### src/sic_pkg.sv
// Register map, field positions and constants for the SPI status/CRC block
package sic_pkg;
  localparam logic [15:0] SIC_OFS_PORT_CTRL = 16'hc0ca;
  localparam logic [15:0] SIC_OFS_IRQ_EN    = 16'hc0cc;
  localparam logic [15:0] SIC_OFS_STATUS    = 16'hc0ce;
  localparam logic [15:0] SIC_OFS_IRQ_CLR   = 16'hc0d0;
  localparam logic [15:0] SIC_OFS_CRC_CTRL  = 16'hc0d2;
  localparam logic [15:0] SIC_OFS_DATA      = 16'hc0d6;
  // Port control fields
  localparam int SIC_PC_FIFO_INIT  = 14;
  localparam int SIC_PC_BYTE_MODE  = 13;
  localparam int SIC_PC_FULL_DUP   = 12;
  localparam int SIC_PC_SS_MANUAL  = 11;
  localparam int SIC_PC_READ_EN    = 10;
  localparam int SIC_PC_TX_READY   = 9;
  localparam int SIC_PC_RX_READY   = 8;
  localparam int SIC_PC_TX_EMPTY   = 7;
  localparam int SIC_PC_RX_FULL    = 6;
  localparam int SIC_PC_TXLEN_HI   = 5;
  localparam int SIC_PC_TXLEN_LO   = 3;
  localparam int SIC_PC_RXLEN_HI   = 2;
  localparam int SIC_PC_RXLEN_LO   = 0;
  // Interrupt enable / status / clear fields
  localparam int SIC_IRQ_RX        = 2;
  localparam int SIC_IRQ_TX        = 1;
  localparam int SIC_IRQ_BLK       = 0;
  localparam int SIC_ST_FIFO_ERR   = 7;
  // CRC control fields
  localparam int SIC_CRC_MODE_HI   = 15;
  localparam int SIC_CRC_MODE_LO   = 14;
  localparam int SIC_CRC_ENABLE    = 13;
  localparam int SIC_CRC_CLEAR     = 12;
  localparam int SIC_CRC_RX_SRC    = 11;
  localparam int SIC_CRC_ONE_IN    = 10;
  localparam int SIC_CRC_ZERO_IN   = 9;
  // Polynomial select codes and taps
  localparam logic [1:0]  SIC_POLY_CCITT = 2'h0;
  localparam logic [1:0]  SIC_POLY_CRC7  = 2'h1;
  localparam logic [1:0]  SIC_POLY_ALT16 = 2'h2;
  localparam logic [15:0] SIC_TAPS_CCITT = 16'h1021;
  localparam logic [15:0] SIC_TAPS_CRC7  = 16'h0009;
  localparam logic [15:0] SIC_TAPS_ALT16 = 16'h8005;
  localparam logic [15:0] SIC_TAPS_RSVD  = 16'h0001;
  localparam logic [15:0] SIC_CRC7_MASK  = 16'h007f;
  localparam logic [15:0] SIC_CRC_PRESET = 16'hffff;
  // Reset values and sizes
  localparam logic [15:0] SIC_RST_ZERO   = 16'h0000;
  localparam logic [2:0]  SIC_LEN_FULL   = 3'h0;
  localparam logic [3:0]  SIC_BITS_BYTE  = 4'h8;
  localparam int          SIC_RXF_DEPTH  = 8;
  localparam logic [3:0]  SIC_RXF_FULLC  = 4'h8;
endpackage

### src/sic_top.sv
// SPI interrupt, status and CRC control block with slave shift engine
//
// Summary of operation
// Tx length 000 sends byte, else N bits
// Rx length 000 captures byte, else N bits
// Control bit 6 reads receive FIFO full
// Enable bit 2 gates byte receive interrupt
// Enable bit 1 gates byte transmit interrupt
// Enable bit 0 gates block interrupt
// Status word read-only, writes ignored
// FIFO error flag; with tx empty, underflow
// FIFO error with receive full means overflow
// FIFO init command clears FIFO error flag
// Status bit 2 shows receive interrupt triggered
// Status bit 1 shows transmit interrupt triggered
// Status bit 0 shows block interrupt triggered
// Clear bit 1 clears transmit interrupt
// Clear bit 0 clears block interrupt
// Software writes zero to reserved bits
// Two-bit select picks CRC polynomial
// CRC enable bit turns accumulation on
// CRC clear presets all ones, reads zero
// Full duplex: bit 11 picks CRC stream
// Bits 10/9 flag CRC not zero/ones
// CRC7 mode uses only low seven bits
// Byte-mode data write starts a transfer
// Interrupt request when flag and enable set
// Enable and CRC control reset to zero
//
// Chosen here: the plain strobed port.
`timescale 1ns/10ps
`default_nettype none
module sic_top
  import sic_pkg::*;
(
  input  wire logic        sys_clk,
  input  wire logic        reset,
  input  wire logic [15:0] reg_addr,
  input  wire logic [15:0] reg_wdata,
  input  wire logic        reg_wr,
  input  wire logic        reg_rd,
  output logic      [15:0] reg_rdata,
  input  wire logic        three_wire_en,
  input  wire logic        block_done,
  input  wire logic        spi_sck,
  input  wire logic        spi_ss_n,
  input  wire logic        spi_mosi,
  output logic             spi_miso_o,
  output logic             spi_miso_oe,
  output logic             spi_irq
);

  // ----------------------------------------
  // Register decode
  // ----------------------------------------
  logic wr_pc;
  logic wr_en;
  logic wr_clr;
  logic wr_crc;
  logic wr_data;
  logic rd_data;
  assign wr_pc   = reg_wr && (reg_addr == SIC_OFS_PORT_CTRL);
  assign wr_en   = reg_wr && (reg_addr == SIC_OFS_IRQ_EN);
  assign wr_clr  = reg_wr && (reg_addr == SIC_OFS_IRQ_CLR);
  assign wr_crc  = reg_wr && (reg_addr == SIC_OFS_CRC_CTRL);
  assign wr_data = reg_wr && (reg_addr == SIC_OFS_DATA);
  assign rd_data = reg_rd && (reg_addr == SIC_OFS_DATA);

  logic fifo_init;
  assign fifo_init = wr_pc && reg_wdata[SIC_PC_FIFO_INIT];

  // ----------------------------------------
  // Control registers
  // ----------------------------------------
  logic       byte_mode_q;
  logic       full_dup_q;
  logic       ss_manual_q;
  logic       read_en_q;
  logic [2:0] tx_len_q;
  logic [2:0] rx_len_q;

  always_ff @(posedge sys_clk or posedge reset)
  begin
    if (reset)
    begin
      byte_mode_q <= 1'b0;
      full_dup_q  <= 1'b0;
      ss_manual_q <= 1'b0;
      read_en_q   <= 1'b0;
      tx_len_q    <= SIC_LEN_FULL;
      rx_len_q    <= SIC_LEN_FULL;
    end
    else if (wr_pc)
    begin
      byte_mode_q <= reg_wdata[SIC_PC_BYTE_MODE];
      // Full duplex cannot be set with the data lines tied
      full_dup_q  <= reg_wdata[SIC_PC_FULL_DUP] && !three_wire_en;
      ss_manual_q <= reg_wdata[SIC_PC_SS_MANUAL];
      read_en_q   <= reg_wdata[SIC_PC_READ_EN];
      tx_len_q    <= reg_wdata[SIC_PC_TXLEN_HI:SIC_PC_TXLEN_LO];
      rx_len_q    <= reg_wdata[SIC_PC_RXLEN_HI:SIC_PC_RXLEN_LO];
    end
  end

  logic [2:0] irq_en_q;

  always_ff @(posedge sys_clk or posedge reset)
  begin
    if (reset)
      irq_en_q <= SIC_RST_ZERO[2:0];
    else if (wr_en)
      irq_en_q <= reg_wdata[2:0];
  end

  logic [1:0] crc_mode_q;
  logic       crc_on_q;
  logic       crc_rx_src_q;

  always_ff @(posedge sys_clk or posedge reset)
  begin
    if (reset)
    begin
      crc_mode_q   <= SIC_RST_ZERO[1:0];
      crc_on_q     <= 1'b0;
      crc_rx_src_q <= 1'b0;
    end
    else if (wr_crc)
    begin
      crc_mode_q   <= reg_wdata[SIC_CRC_MODE_HI:SIC_CRC_MODE_LO];
      crc_on_q     <= reg_wdata[SIC_CRC_ENABLE];
      crc_rx_src_q <= reg_wdata[SIC_CRC_RX_SRC];
    end
  end

  // ----------------------------------------
  // Link input synchronisers
  // ----------------------------------------
  logic [1:0] sck_sync_q;
  logic [1:0] ss_sync_q;
  logic [1:0] mosi_sync_q;
  logic       sck_last_q;

  always_ff @(posedge sys_clk or posedge reset)
  begin
    if (reset)
    begin
      sck_sync_q  <= 2'h0;
      ss_sync_q   <= 2'h3;
      mosi_sync_q <= 2'h0;
      sck_last_q  <= 1'b0;
    end
    else
    begin
      sck_sync_q  <= {sck_sync_q[0], spi_sck};
      ss_sync_q   <= {ss_sync_q[0], spi_ss_n};
      mosi_sync_q <= {mosi_sync_q[0], spi_mosi};
      sck_last_q  <= sck_sync_q[1];
    end
  end

  logic sel;
  logic sck_rise;
  logic sck_fall;
  logic mosi_s;
  assign sel      = !ss_sync_q[1];
  assign sck_rise = sel && sck_sync_q[1] && !sck_last_q;
  assign sck_fall = sel && !sck_sync_q[1] && sck_last_q;
  assign mosi_s   = mosi_sync_q[1];

  // ----------------------------------------
  // Transmit shifter
  // ----------------------------------------
  logic [7:0] tx_sr_q;
  logic [3:0] tx_cnt_q;
  logic       tx_busy_q;
  logic [3:0] tx_bits;
  logic [2:0] tx_pad;
  logic       tx_done;
  logic       tx_bit;

  // Partial lengths send the low bits of the byte, MSB first
  assign tx_bits = (tx_len_q == SIC_LEN_FULL) ? SIC_BITS_BYTE
                                              : {1'b0, tx_len_q};
  assign tx_pad  = 3'(SIC_BITS_BYTE - tx_bits);
  assign tx_bit  = tx_sr_q[7];
  assign tx_done = tx_busy_q && sck_rise
                   && (tx_cnt_q == tx_bits - 4'h1);

  always_ff @(posedge sys_clk or posedge reset)
  begin
    if (reset)
    begin
      tx_sr_q   <= 8'h00;
      tx_cnt_q  <= 4'h0;
      tx_busy_q <= 1'b0;
    end
    else if (fifo_init)
    begin
      tx_cnt_q  <= 4'h0;
      tx_busy_q <= 1'b0;
    end
    else if (wr_data && byte_mode_q && !tx_busy_q)
    begin
      tx_sr_q   <= reg_wdata[7:0] << tx_pad;
      tx_cnt_q  <= 4'h0;
      tx_busy_q <= 1'b1;
    end
    else if (tx_busy_q)
    begin
      if (tx_done)
        tx_busy_q <= 1'b0;
      if (sck_rise)
        tx_cnt_q <= tx_cnt_q + 4'h1;
      if (sck_fall)
        tx_sr_q <= {tx_sr_q[6:0], 1'b0};
    end
  end

  assign spi_miso_o  = tx_bit;
  assign spi_miso_oe = sel && !read_en_q;

  // ----------------------------------------
  // Receive shifter and 8-byte FIFO
  // ----------------------------------------
  logic [7:0] rx_sr_q;
  logic [3:0] rx_cnt_q;
  logic [3:0] rx_bits;
  logic       rx_push;
  logic [7:0] rx_byte;

  assign rx_bits = (rx_len_q == SIC_LEN_FULL) ? SIC_BITS_BYTE
                                              : {1'b0, rx_len_q};
  assign rx_push = sck_rise && (rx_cnt_q == rx_bits - 4'h1);
  // A new unit starts from zero so short lengths read back clean
  assign rx_byte = {((rx_cnt_q == 4'h0) ? 7'h00 : rx_sr_q[6:0]),
                    mosi_s};

  always_ff @(posedge sys_clk or posedge reset)
  begin
    if (reset)
    begin
      rx_sr_q  <= 8'h00;
      rx_cnt_q <= 4'h0;
    end
    else if (fifo_init || !sel)
      rx_cnt_q <= 4'h0;
    else if (sck_rise)
    begin
      rx_sr_q  <= rx_byte;
      rx_cnt_q <= rx_push ? 4'h0 : rx_cnt_q + 4'h1;
    end
  end

  logic [7:0] rxf_mem [SIC_RXF_DEPTH];
  logic [2:0] rxf_wp_q;
  logic [2:0] rxf_rp_q;
  logic [3:0] rxf_cnt_q;
  logic       rxf_full;
  logic       rxf_empty;
  logic       rxf_wr;
  logic       rxf_rd;

  assign rxf_full  = (rxf_cnt_q == SIC_RXF_FULLC);
  assign rxf_empty = (rxf_cnt_q == 4'h0);
  assign rxf_wr    = rx_push && !rxf_full;
  assign rxf_rd    = rd_data && !rxf_empty;

  always_ff @(posedge sys_clk)
  begin
    if (rxf_wr)
      rxf_mem[rxf_wp_q] <= rx_byte;
  end

  always_ff @(posedge sys_clk or posedge reset)
  begin
    if (reset)
    begin
      rxf_wp_q  <= 3'h0;
      rxf_rp_q  <= 3'h0;
      rxf_cnt_q <= 4'h0;
    end
    else if (fifo_init)
    begin
      rxf_wp_q  <= 3'h0;
      rxf_rp_q  <= 3'h0;
      rxf_cnt_q <= 4'h0;
    end
    else
    begin
      if (rxf_wr)
        rxf_wp_q <= rxf_wp_q + 3'h1;
      if (rxf_rd)
        rxf_rp_q <= rxf_rp_q + 3'h1;
      rxf_cnt_q <= rxf_cnt_q + {3'h0, rxf_wr} - {3'h0, rxf_rd};
    end
  end

  // ----------------------------------------
  // Status flags
  // ----------------------------------------
  logic fifo_err_q;
  logic rx_flag_q;
  logic tx_flag_q;
  logic blk_flag_q;
  logic underflow;
  logic overflow;

  // Clocking with nothing loaded while writing is a transmit underflow
  assign underflow = sck_rise && byte_mode_q && !tx_busy_q
                     && !read_en_q;
  assign overflow  = rx_push && rxf_full;

  // Set beats clear in the same cycle for every flag
  always_ff @(posedge sys_clk or posedge reset)
  begin
    if (reset)
      fifo_err_q <= 1'b0;
    else if (underflow || overflow)
      fifo_err_q <= 1'b1;
    else if (fifo_init)
      fifo_err_q <= 1'b0;
  end

  always_ff @(posedge sys_clk or posedge reset)
  begin
    if (reset)
      rx_flag_q <= 1'b0;
    else if (rxf_wr && byte_mode_q)
      rx_flag_q <= 1'b1;
    else if (fifo_init || (rxf_rd && rxf_cnt_q == 4'h1))
      rx_flag_q <= 1'b0;
  end

  always_ff @(posedge sys_clk or posedge reset)
  begin
    if (reset)
      tx_flag_q <= 1'b0;
    else if (tx_done && byte_mode_q)
      tx_flag_q <= 1'b1;
    else if (wr_clr && reg_wdata[SIC_IRQ_TX])
      tx_flag_q <= 1'b0;
  end

  always_ff @(posedge sys_clk or posedge reset)
  begin
    if (reset)
      blk_flag_q <= 1'b0;
    else if (block_done && !byte_mode_q)
      blk_flag_q <= 1'b1;
    else if (wr_clr && reg_wdata[SIC_IRQ_BLK])
      blk_flag_q <= 1'b0;
  end

  logic [2:0] flags;
  assign flags = {rx_flag_q, tx_flag_q, blk_flag_q};

  assign spi_irq = |(flags & irq_en_q);

  // ----------------------------------------
  // CRC accumulator
  // ----------------------------------------
  logic [15:0] crc_q;
  logic [15:0] taps;
  logic [15:0] crc_next;
  logic        crc_in;
  logic        crc_fb;
  logic        crc_step;
  logic        use_rx;
  logic [15:0] crc_view;

  always_comb
  begin
    unique case (crc_mode_q)
      SIC_POLY_CCITT: taps = SIC_TAPS_CCITT;
      SIC_POLY_CRC7:  taps = SIC_TAPS_CRC7;
      SIC_POLY_ALT16: taps = SIC_TAPS_ALT16;
      default:        taps = SIC_TAPS_RSVD;
    endcase
  end

  // Half duplex follows the active direction instead
  assign use_rx   = full_dup_q ? crc_rx_src_q : read_en_q;
  assign crc_in   = use_rx ? mosi_s : tx_bit;
  assign crc_step = crc_on_q && sck_rise
                    && (use_rx || tx_busy_q);
  assign crc_fb   = crc_in ^ ((crc_mode_q == SIC_POLY_CRC7)
                              ? crc_q[6] : crc_q[15]);
  assign crc_next = {crc_q[14:0], 1'b0} ^ (crc_fb ? taps : 16'h0000);
  assign crc_view = (crc_mode_q == SIC_POLY_CRC7)
                    ? (crc_q & SIC_CRC7_MASK) : crc_q;

  always_ff @(posedge sys_clk or posedge reset)
  begin
    if (reset)
      crc_q <= SIC_CRC_PRESET;
    else if (wr_crc && reg_wdata[SIC_CRC_CLEAR])
      crc_q <= SIC_CRC_PRESET;
    else if (crc_step)
      crc_q <= crc_next;
  end

  logic crc_nonzero;
  logic crc_nonones;
  assign crc_nonzero = (crc_view != 16'h0000);
  assign crc_nonones = (crc_mode_q == SIC_POLY_CRC7)
                       ? (crc_view != SIC_CRC7_MASK)
                       : (crc_view != SIC_CRC_PRESET);

  // ----------------------------------------
  // Read path, data one cycle after strobe
  // ----------------------------------------
  logic [15:0] rd_mux;

  always_comb
  begin
    rd_mux = 16'h0000;
    if (reg_rd)
    begin
      unique case (reg_addr)
        SIC_OFS_PORT_CTRL:
        begin
          rd_mux[SIC_PC_BYTE_MODE] = byte_mode_q;
          rd_mux[SIC_PC_FULL_DUP]  = full_dup_q;
          rd_mux[SIC_PC_SS_MANUAL] = ss_manual_q;
          rd_mux[SIC_PC_READ_EN]   = read_en_q;
          rd_mux[SIC_PC_TX_READY]  = !tx_busy_q;
          rd_mux[SIC_PC_RX_READY]  = !rxf_empty;
          rd_mux[SIC_PC_TX_EMPTY]  = !tx_busy_q;
          rd_mux[SIC_PC_RX_FULL]   = rxf_full;
          rd_mux[SIC_PC_TXLEN_HI:SIC_PC_TXLEN_LO] = tx_len_q;
          rd_mux[SIC_PC_RXLEN_HI:SIC_PC_RXLEN_LO] = rx_len_q;
        end
        SIC_OFS_IRQ_EN:
          rd_mux[2:0] = irq_en_q;
        SIC_OFS_STATUS:
        begin
          rd_mux[SIC_ST_FIFO_ERR] = fifo_err_q;
          rd_mux[2:0] = flags;
        end
        SIC_OFS_CRC_CTRL:
        begin
          rd_mux[SIC_CRC_MODE_HI:SIC_CRC_MODE_LO] = crc_mode_q;
          rd_mux[SIC_CRC_ENABLE]  = crc_on_q;
          rd_mux[SIC_CRC_RX_SRC]  = crc_rx_src_q;
          rd_mux[SIC_CRC_ONE_IN]  = crc_nonzero;
          rd_mux[SIC_CRC_ZERO_IN] = crc_nonones;
        end
        SIC_OFS_DATA:
          rd_mux[7:0] = rxf_empty ? 8'h00 : rxf_mem[rxf_rp_q];
        default:
          rd_mux = 16'h0000;
      endcase
    end
  end

  always_ff @(posedge sys_clk or posedge reset)
  begin
    if (reset)
      reg_rdata <= 16'h0000;
    else
      reg_rdata <= rd_mux;
  end

endmodule
`default_nettype wire

### config.mk
export PLATFORM = sky130hd
export DESIGN_NAME = sic_top
export DESIGN_NICKNAME = d
export VERILOG_FILES = /design/src/sic_pkg.sv /design/src/sic_top.sv
export SDC_FILE = /design/constraint.sdc
export NUM_CORES = 1
export LEC_CHECK = 0
export BUFFER_PORTS_ARGS = -buffer_cell sky130_fd_sc_hd__buf_2
export CAP_MARGIN = 40
export CORE_MARGIN = 10
export CORE_UTILIZATION = 55
export CTS_CLUSTER_DIAMETER = 50
export DETAILED_ROUTE_END_ITERATION = 8
export PLACE_DENSITY = 0.7
export SLEW_MARGIN = 20
export SYNTH_ARGS = -nofsm -noshare
export SYNTH_HDL_FRONTEND = slang
export SYNTH_SLANG_ARGS = --single-unit
### constraint.sdc
create_clock -name sys_clk -period 8.19 [get_ports sys_clk]
set_input_delay 2.0475 -clock sys_clk [delete_from_list [all_inputs] [get_ports sys_clk]]
set_output_delay 2.0475 -clock sys_clk [all_outputs]
set_load 0.005 [all_outputs]
-- Word-level counts from Yosys, hierarchy flattened
Memories as Yosys holds them, arrays and structs flattened.
Cells that the tools add are included.
- equal/unequal tests: 14
- mux-type cells: 51
- add/subtract/negate cells: 9
- shifts and indexed selects: 1
- reduce and logical (&&, ||, !) cells: 68
- bitwise logic cells: 5
- operators with widths (kind ; count):
    16-bit equality test (second input constant) ; 6
    16-bit two-way mux ; 5
    16-bit case mux with 3 select lines ; 1
    4-bit two-way mux ; 10
    1-bit logical AND ; 33
    8-bit two-way mux ; 4
    1-bit two-way mux ; 20
    2-bit nonzero test ; 10
    16-bit inequality test (second input constant) ; 1
    16-bit by 7-bit inequality test with 1-bit output (second input constant) ; 1
    16-bit nonzero test ; 1
    16-bit bitwise XOR ; 1
    3-bit two-way mux ; 4
    3-bit case mux with 4 select lines ; 1
    1-bit logical NOT ; 9
    4-bit by 1-bit adder with 4-bit output (second input constant) ; 2
    4-bit equality test ; 2
    4-bit logical NOT ; 2
    4-bit case mux with 2 select lines ; 1
    8-bit by 3-bit << shifter with 8-bit output ; 1
    4-bit by 1-bit subtractor with 4-bit output (second input constant) ; 2
    7-bit two-way mux ; 1
    3-bit by 1-bit adder with 3-bit output (second input constant) ; 2
    3-bit logical NOT ; 2
    20 further kinds ; 26
- flip-flop bits (word level): 94
- output and inout bits: 19
- memories kept: 1
- bits in writable memories: 64
- bits of input ports: 41
- logic and storage cells: 177
- memory list (memory ; words ; width ; read ports ; clocked after Yosys merged registers in ; write ports ; RTL line ; source):
    rxf_mem ; 8 ; 8 ; 1 ; 0 ; 1 ; sic_top.sv:254 ; logic [7:0] rxf_mem [SIC_RXF_DEPTH];

-- Logic depth before layout (Yosys ltp)
- depth after elaboration: 9
- depth in mapped cells: 13
- gate-level depth less buffers: 13

-- Least setup slack after synthesis
OpenSTA, ideal clock, no wires.
- kind: input -> register
- start point: input port reg_addr[9]
- end point: register rxf_cnt_q[1]
- cell stages on the path: 10
- setup time: 0.119 ns
- path buffers: 1
- required time: 8.071 ns
- data arrival time: 3.949 ns
- path slack: 4.122 ns
- cell sequence: nor4_4 and3_1 clkbuf_1 nand3_2 inv_2 ha_1 inv_1 ha_1 fa_1 and2_1
- word-level cells in the longest chain between the ends: 5
- elaborated cells between the ends (all ways): 8
- those cells by class: add/sub: 1; eq/ne: 2; mux: 1; reduce/logical: 4
- ends and longest elaborated chain (item ; RTL line ; source):
    start: declaration ; sic_top.sv:38 ; input wire logic [15:0] reg_addr,
    16-bit equality test ; sic_top.sv:67 ; assign rd_data = reg_rd && (reg_addr == SIC_OFS_DATA);
    1-bit logical AND ; sic_top.sv:67 ;
    1-bit logical AND ; sic_top.sv:266 ; assign rxf_rd = rd_data && !rxf_empty;
    4-bit by 1-bit subtractor with 4-bit output ; sic_top.sv:294 ; rxf_cnt_q <= rxf_cnt_q + {3'h0, rxf_wr} - {3'h0, rxf_rd};
    4-bit two-way mux * ; sic_top.sv:282 ; else if (fifo_init)
    end signal: assignment ; sic_top.sv:294 ;
    end: declaration ; sic_top.sv:257 ; logic [3:0] rxf_cnt_q;
Every way passes the cells marked *; elsewhere a longest branch is shown, timed or not.
A chain may end at the register's enable or synchronous reset.

-- Worst setup path in the final report
- start point: input port reg_addr[0]
- end point: register rxf_cnt_q[1]
The elaborated chain is that of the path after synthesis.

==> qor.csv <==
stage;metric;value;unit
power;power_frac_comb;6.1;%
cts;numCtsBuffers;17;
place;dp_slack;3687;ps
die;core-area;0.01314;mm^2
yosys;synth_area_per_cell;12.95;um^2
route;firstDrtPassIters;5;
route;via_per_inst;5.942;
cts;ctsResizeCount;0;
route;routed_wl;16500;um
setup_path;crit_path_end_kind;register;
place;hpwl;11500;um
route;wl_per_cell;20.04;um
place;place.gp.congestion;0.8902;
timing;worst_clock_skew;8.125;ps
grt;gr-total-overflow;0;
cts;clock-root-buffer;clkbuf_16;
setup_path;worstSetupStartpointType;primary input;
final_layout;fin_nets;689;
final_layout;drive_gt1_share;29.21;%
route;drc;0;
final_layout;antennaDiodeCount;0;
timing;rsz0062_at_grt;no;
die;fp.dieH;135.5;um
grt;globalRouteTotalUtil;18.52;%
yosys;syn_area;0.007332;mm^2
power;cellPowerDensity;202.6;mW/mm^2
cts;cts_setup_buffers;0;
yosys;yosysUniqueCellTypes;65;
power;sequentialPowerShare;50.2;%
setup_path;worstSetupPathType;in2reg;
timing;period_share;50.27;%
timing;tightest_slew;825.2;ps
final_layout;area_growth;15.20;%
power;max-vdd-ir-drop;0.2122;mV
cts;cts_tree;done;
die;fp.dieW;135.5;um
cts;clock_sinks;158;
route;ant_nets;0;
timing;drv_slew;0;
power;p_sw;0.3992;mW
cts;postCtsHoldBufs;0;
timing;slew_headroom;44.99;%
cts;insertion_delay;430;ps
yosys;ys_seq_area_share;58.60;%
cts;clockBufferDepth;2;
place;portBuffers;57;
die;initial_core_util;55.81;%
yosys;syn_nets;621;
outcome;outcome;complete, no violations;
die;die_area;0.01835;mm^2
die;io_pins;60;
cts;path_clk_slew;70;ps
timing;period_needed;4117;ps
setup_path;crit_path_max_fanout;9;
yosys;ys_warn_count;0;
grt;first_global_vias;4895;
timing;setup_tns;0;ps
setup_path;cp.arrival;4430;ps
power;p_clk_share;43.7;%
grt;antenna_found_initial;0;
timing;finalWorstSetupSlack;4073;ps
timing;setup_viol;0;
power;power_leakage;3.518;nW
yosys;synthArstFlopShare;59.49;%
die;rows;42;
yosys;synth_edf_count;64;
yosys;synthFlopType;dfrtp_1;
yosys;ys_seq_elements;158;
power;intPower;1.312;mW
timing;fmax;0.2429;GHz
setup_path;required;8500;ps
route;vias;4890;
final_layout;fill_cells;969;
route;drt_iter0_drc;460;
timing;hold_viol_final;0;
grt;grt_max_degree;64;
grt;grt_pass1_wl;26220;um
worst_hold_path;hp-class;reg2reg;
flow_run;cap_viol_max_count;0;
cts;cts.htree.levels;4;
power;netSwitchingFraction;23.32;%
yosys;synthCells;566;
==> power by group through the flow <==
stage | Sequential (mW) | Clock [mW] | Combinational [mW]
floorplan | 0.864 | 0 | 0.0772
global placement | 0.872 | 0 | 0.0969
detailed placement | 0.874 | 0 | 0.102
CTS | 0.859 | 0.758 | 0.104
global route | 0.862 | 0.796 | 0.118
finish | 0.860 | 0.748 | 0.104
==> cells in the final DEF, fill, tap and decap left out, types with 6 or more instances in the layout <==
cell | Yosys | final
o22ai_1 | 16 | 16
xnor2_1 | 9 | 9
and3_1 | 6 | 6
nand3_1 | 25 | 25
nor2b_1 | 11 | 11
dfstp_2 | 18 | 18
nand2_1 | 53 | 53
mux2i_1 | 18 | 18
xor2_1 | 10 | 10
ha_1 | 13 | 13
dfrtp_1 | 76 | 76
mux4_2 | 18 | 18
a21oi_1 | 9 | 9
inv_1 | 18 | 17
edfxtp_1 | 64 | 64
buf_2 | 4 | 58
nor3b_1 | 8 | 6
mux2_2 | 27 | 27
nor2_1 | 34 | 34
nor3_1 | 14 | 14
clkinv_4 | 0 | 6
buf_4 | 0 | 10
nand4_1 | 7 | 7
clkbuf_16 | 0 | 18
a2bb2oi_1 | 7 | 7
o21ai_0 | 14 | 14
==> synthesized netlist by cell type, types with 3 or more instances <==
library cell / count / area share, %
nor3b_1: 8 / 0.82
nand2_1: 53 / 2.7
a22o_1: 4 / 0.48
nor4_1: 3 / 0.26
a211oi_1: 3 / 0.31
edfxtp_1: 64 / 26
mux4_2: 18 / 5.5
mux2_2: 27 / 4.1
and2_1: 5 / 0.43
clkbuf_1: 12 / 0.61
nand4_1: 7 / 0.60
xor2_1: 10 / 1.2
nand2b_1: 5 / 0.43
a2bb2oi_1: 7 / 0.84
nor3_1: 14 / 0.96
nor2_1: 34 / 1.7
nand3b_1: 4 / 0.41
o22ai_1: 16 / 1.4
ha_1: 13 / 2.2
or3_1: 4 / 0.34
o21ai_0: 14 / 0.96
a22oi_1: 5 / 0.51
inv_1: 18 / 0.92
buf_2: 4 / 0.27
nor2b_1: 11 / 0.94
a21oi_1: 9 / 0.61
mux2i_1: 18 / 2.5
xnor2_1: 9 / 1.1
and3_1: 6 / 0.51
dfstp_2: 18 / 6.5
dfrtp_1: 76 / 26
buf_1: 4 / 0.20
nand3_1: 25 / 1.7
==> sequential cells by signal, summed over array words and instances (netlist names), 2 cells and up <==
name	cells
crc_mode_q	2
ss_sync_q	2
mosi_sync_q	2
tx_sr_q	8
rxf_mem	64
rxf_wp_q	3
reg_rdata	16
rx_sr_q	7
tx_cnt_q	4
rxf_cnt_q	4
rx_cnt_q	4
rx_len_q	3
tx_len_q	3
crc_q	16
irq_en_q	3
rxf_rp_q	3
sck_sync_q	2
==> critical path: stages <==
cell      delay, ps
buf_2           120
nand4b_2        270
nor3b_4         450
nand3_2         290
inv_2           170
ha_1            240
inv_1            70
ha_1            190
fa_1            420
and2_1          150
==> area by class of cell <==
cell class                      instances  area [um^2]  share of cell area, %
Timing Repair Buffer                   70        407.9                  4.829
Sequential cell                       158         4297                  50.87
Clock buffer                           22        485.5                  5.747
Multi-Input combinational cell        368         2883                  34.13
Clock inverter                         10        80.08                 0.9480
Tap cell                              176        220.2                  2.607
Inverter                               19        73.82                 0.8739
==> worst paths after layout <==
check / depth (start not counted) / start / slack, ps / end
min in group asynchronous: 2 / reset / 1620 / rxf_rp_q[0]$_DFFE_PP0P_
worst max register to register: 9 / ss_sync_q[1]$_DFF_PP1_ / 5370 / rxf_cnt_q[2]$_DFF_PP0_
max in group asynchronous: 4 / reset / 5700 / ss_sync_q[0]$_DFF_PP1_
worst min-delay path: 0 / mosi_sync_q[0]$_DFF_PP0_ / 350 / mosi_sync_q[1]$_DFF_PP0_
worst max-delay path: 10 / reg_addr[0] / 4070 / rxf_cnt_q[1]$_DFF_PP0_
worst min register to register: 0 / mosi_sync_q[0]$_DFF_PP0_ / 350 / mosi_sync_q[1]$_DFF_PP0_
==> routing by layer <==
layer	GRT usage (%)	wire length, um	vias up	share of wire, %
li1	-	-	2235	-
met1	23.57	7020	2471	43
met2	29.35	8109	168	49
met3	6.009	1169	16	7.1
met4	6.100	198	0	1.2
met5	0	0	-	0
==> cell families (layout without fill, tap and decap cells) <==
kind of cell / Yosys count / after routing / share of synthesized area (%)
simple gates: 200 / 200 / 15.34
compound gates: 71 / 71 / 6.638
mux: 64 / 64 / 12.44
flops: 158 / 158 / 58.60
xor+xnor: 19 / 19 / 2.270
buf+inv: 40 / 121 / 2.218
fa+ha+maj: 14 / 14 / 2.492
==> stage by stage <==
stage | instance area, um^2 | total power, mW | instances | hold slack, ps | utilization, %
3_3_place_gp | 7811 | 0.9692 | 785 | 335.8 | 59.46
2_1_floorplan | 7332 | 0.9409 | 566 | 331.2 | -
4_1_cts | 8404 | 1.721 | 820 | 349.9 | 63.97
6_report | 8447 | 1.711 | 823 | 351.8 | 64.30
3_5_place_dp | 7839 | 0.9767 | 788 | 335.5 | 59.67
5_1_grt | 8447 | 1.775 | 823 | 359.0 | 64.30
No activity file was read; power rests on OpenSTA's default activity.
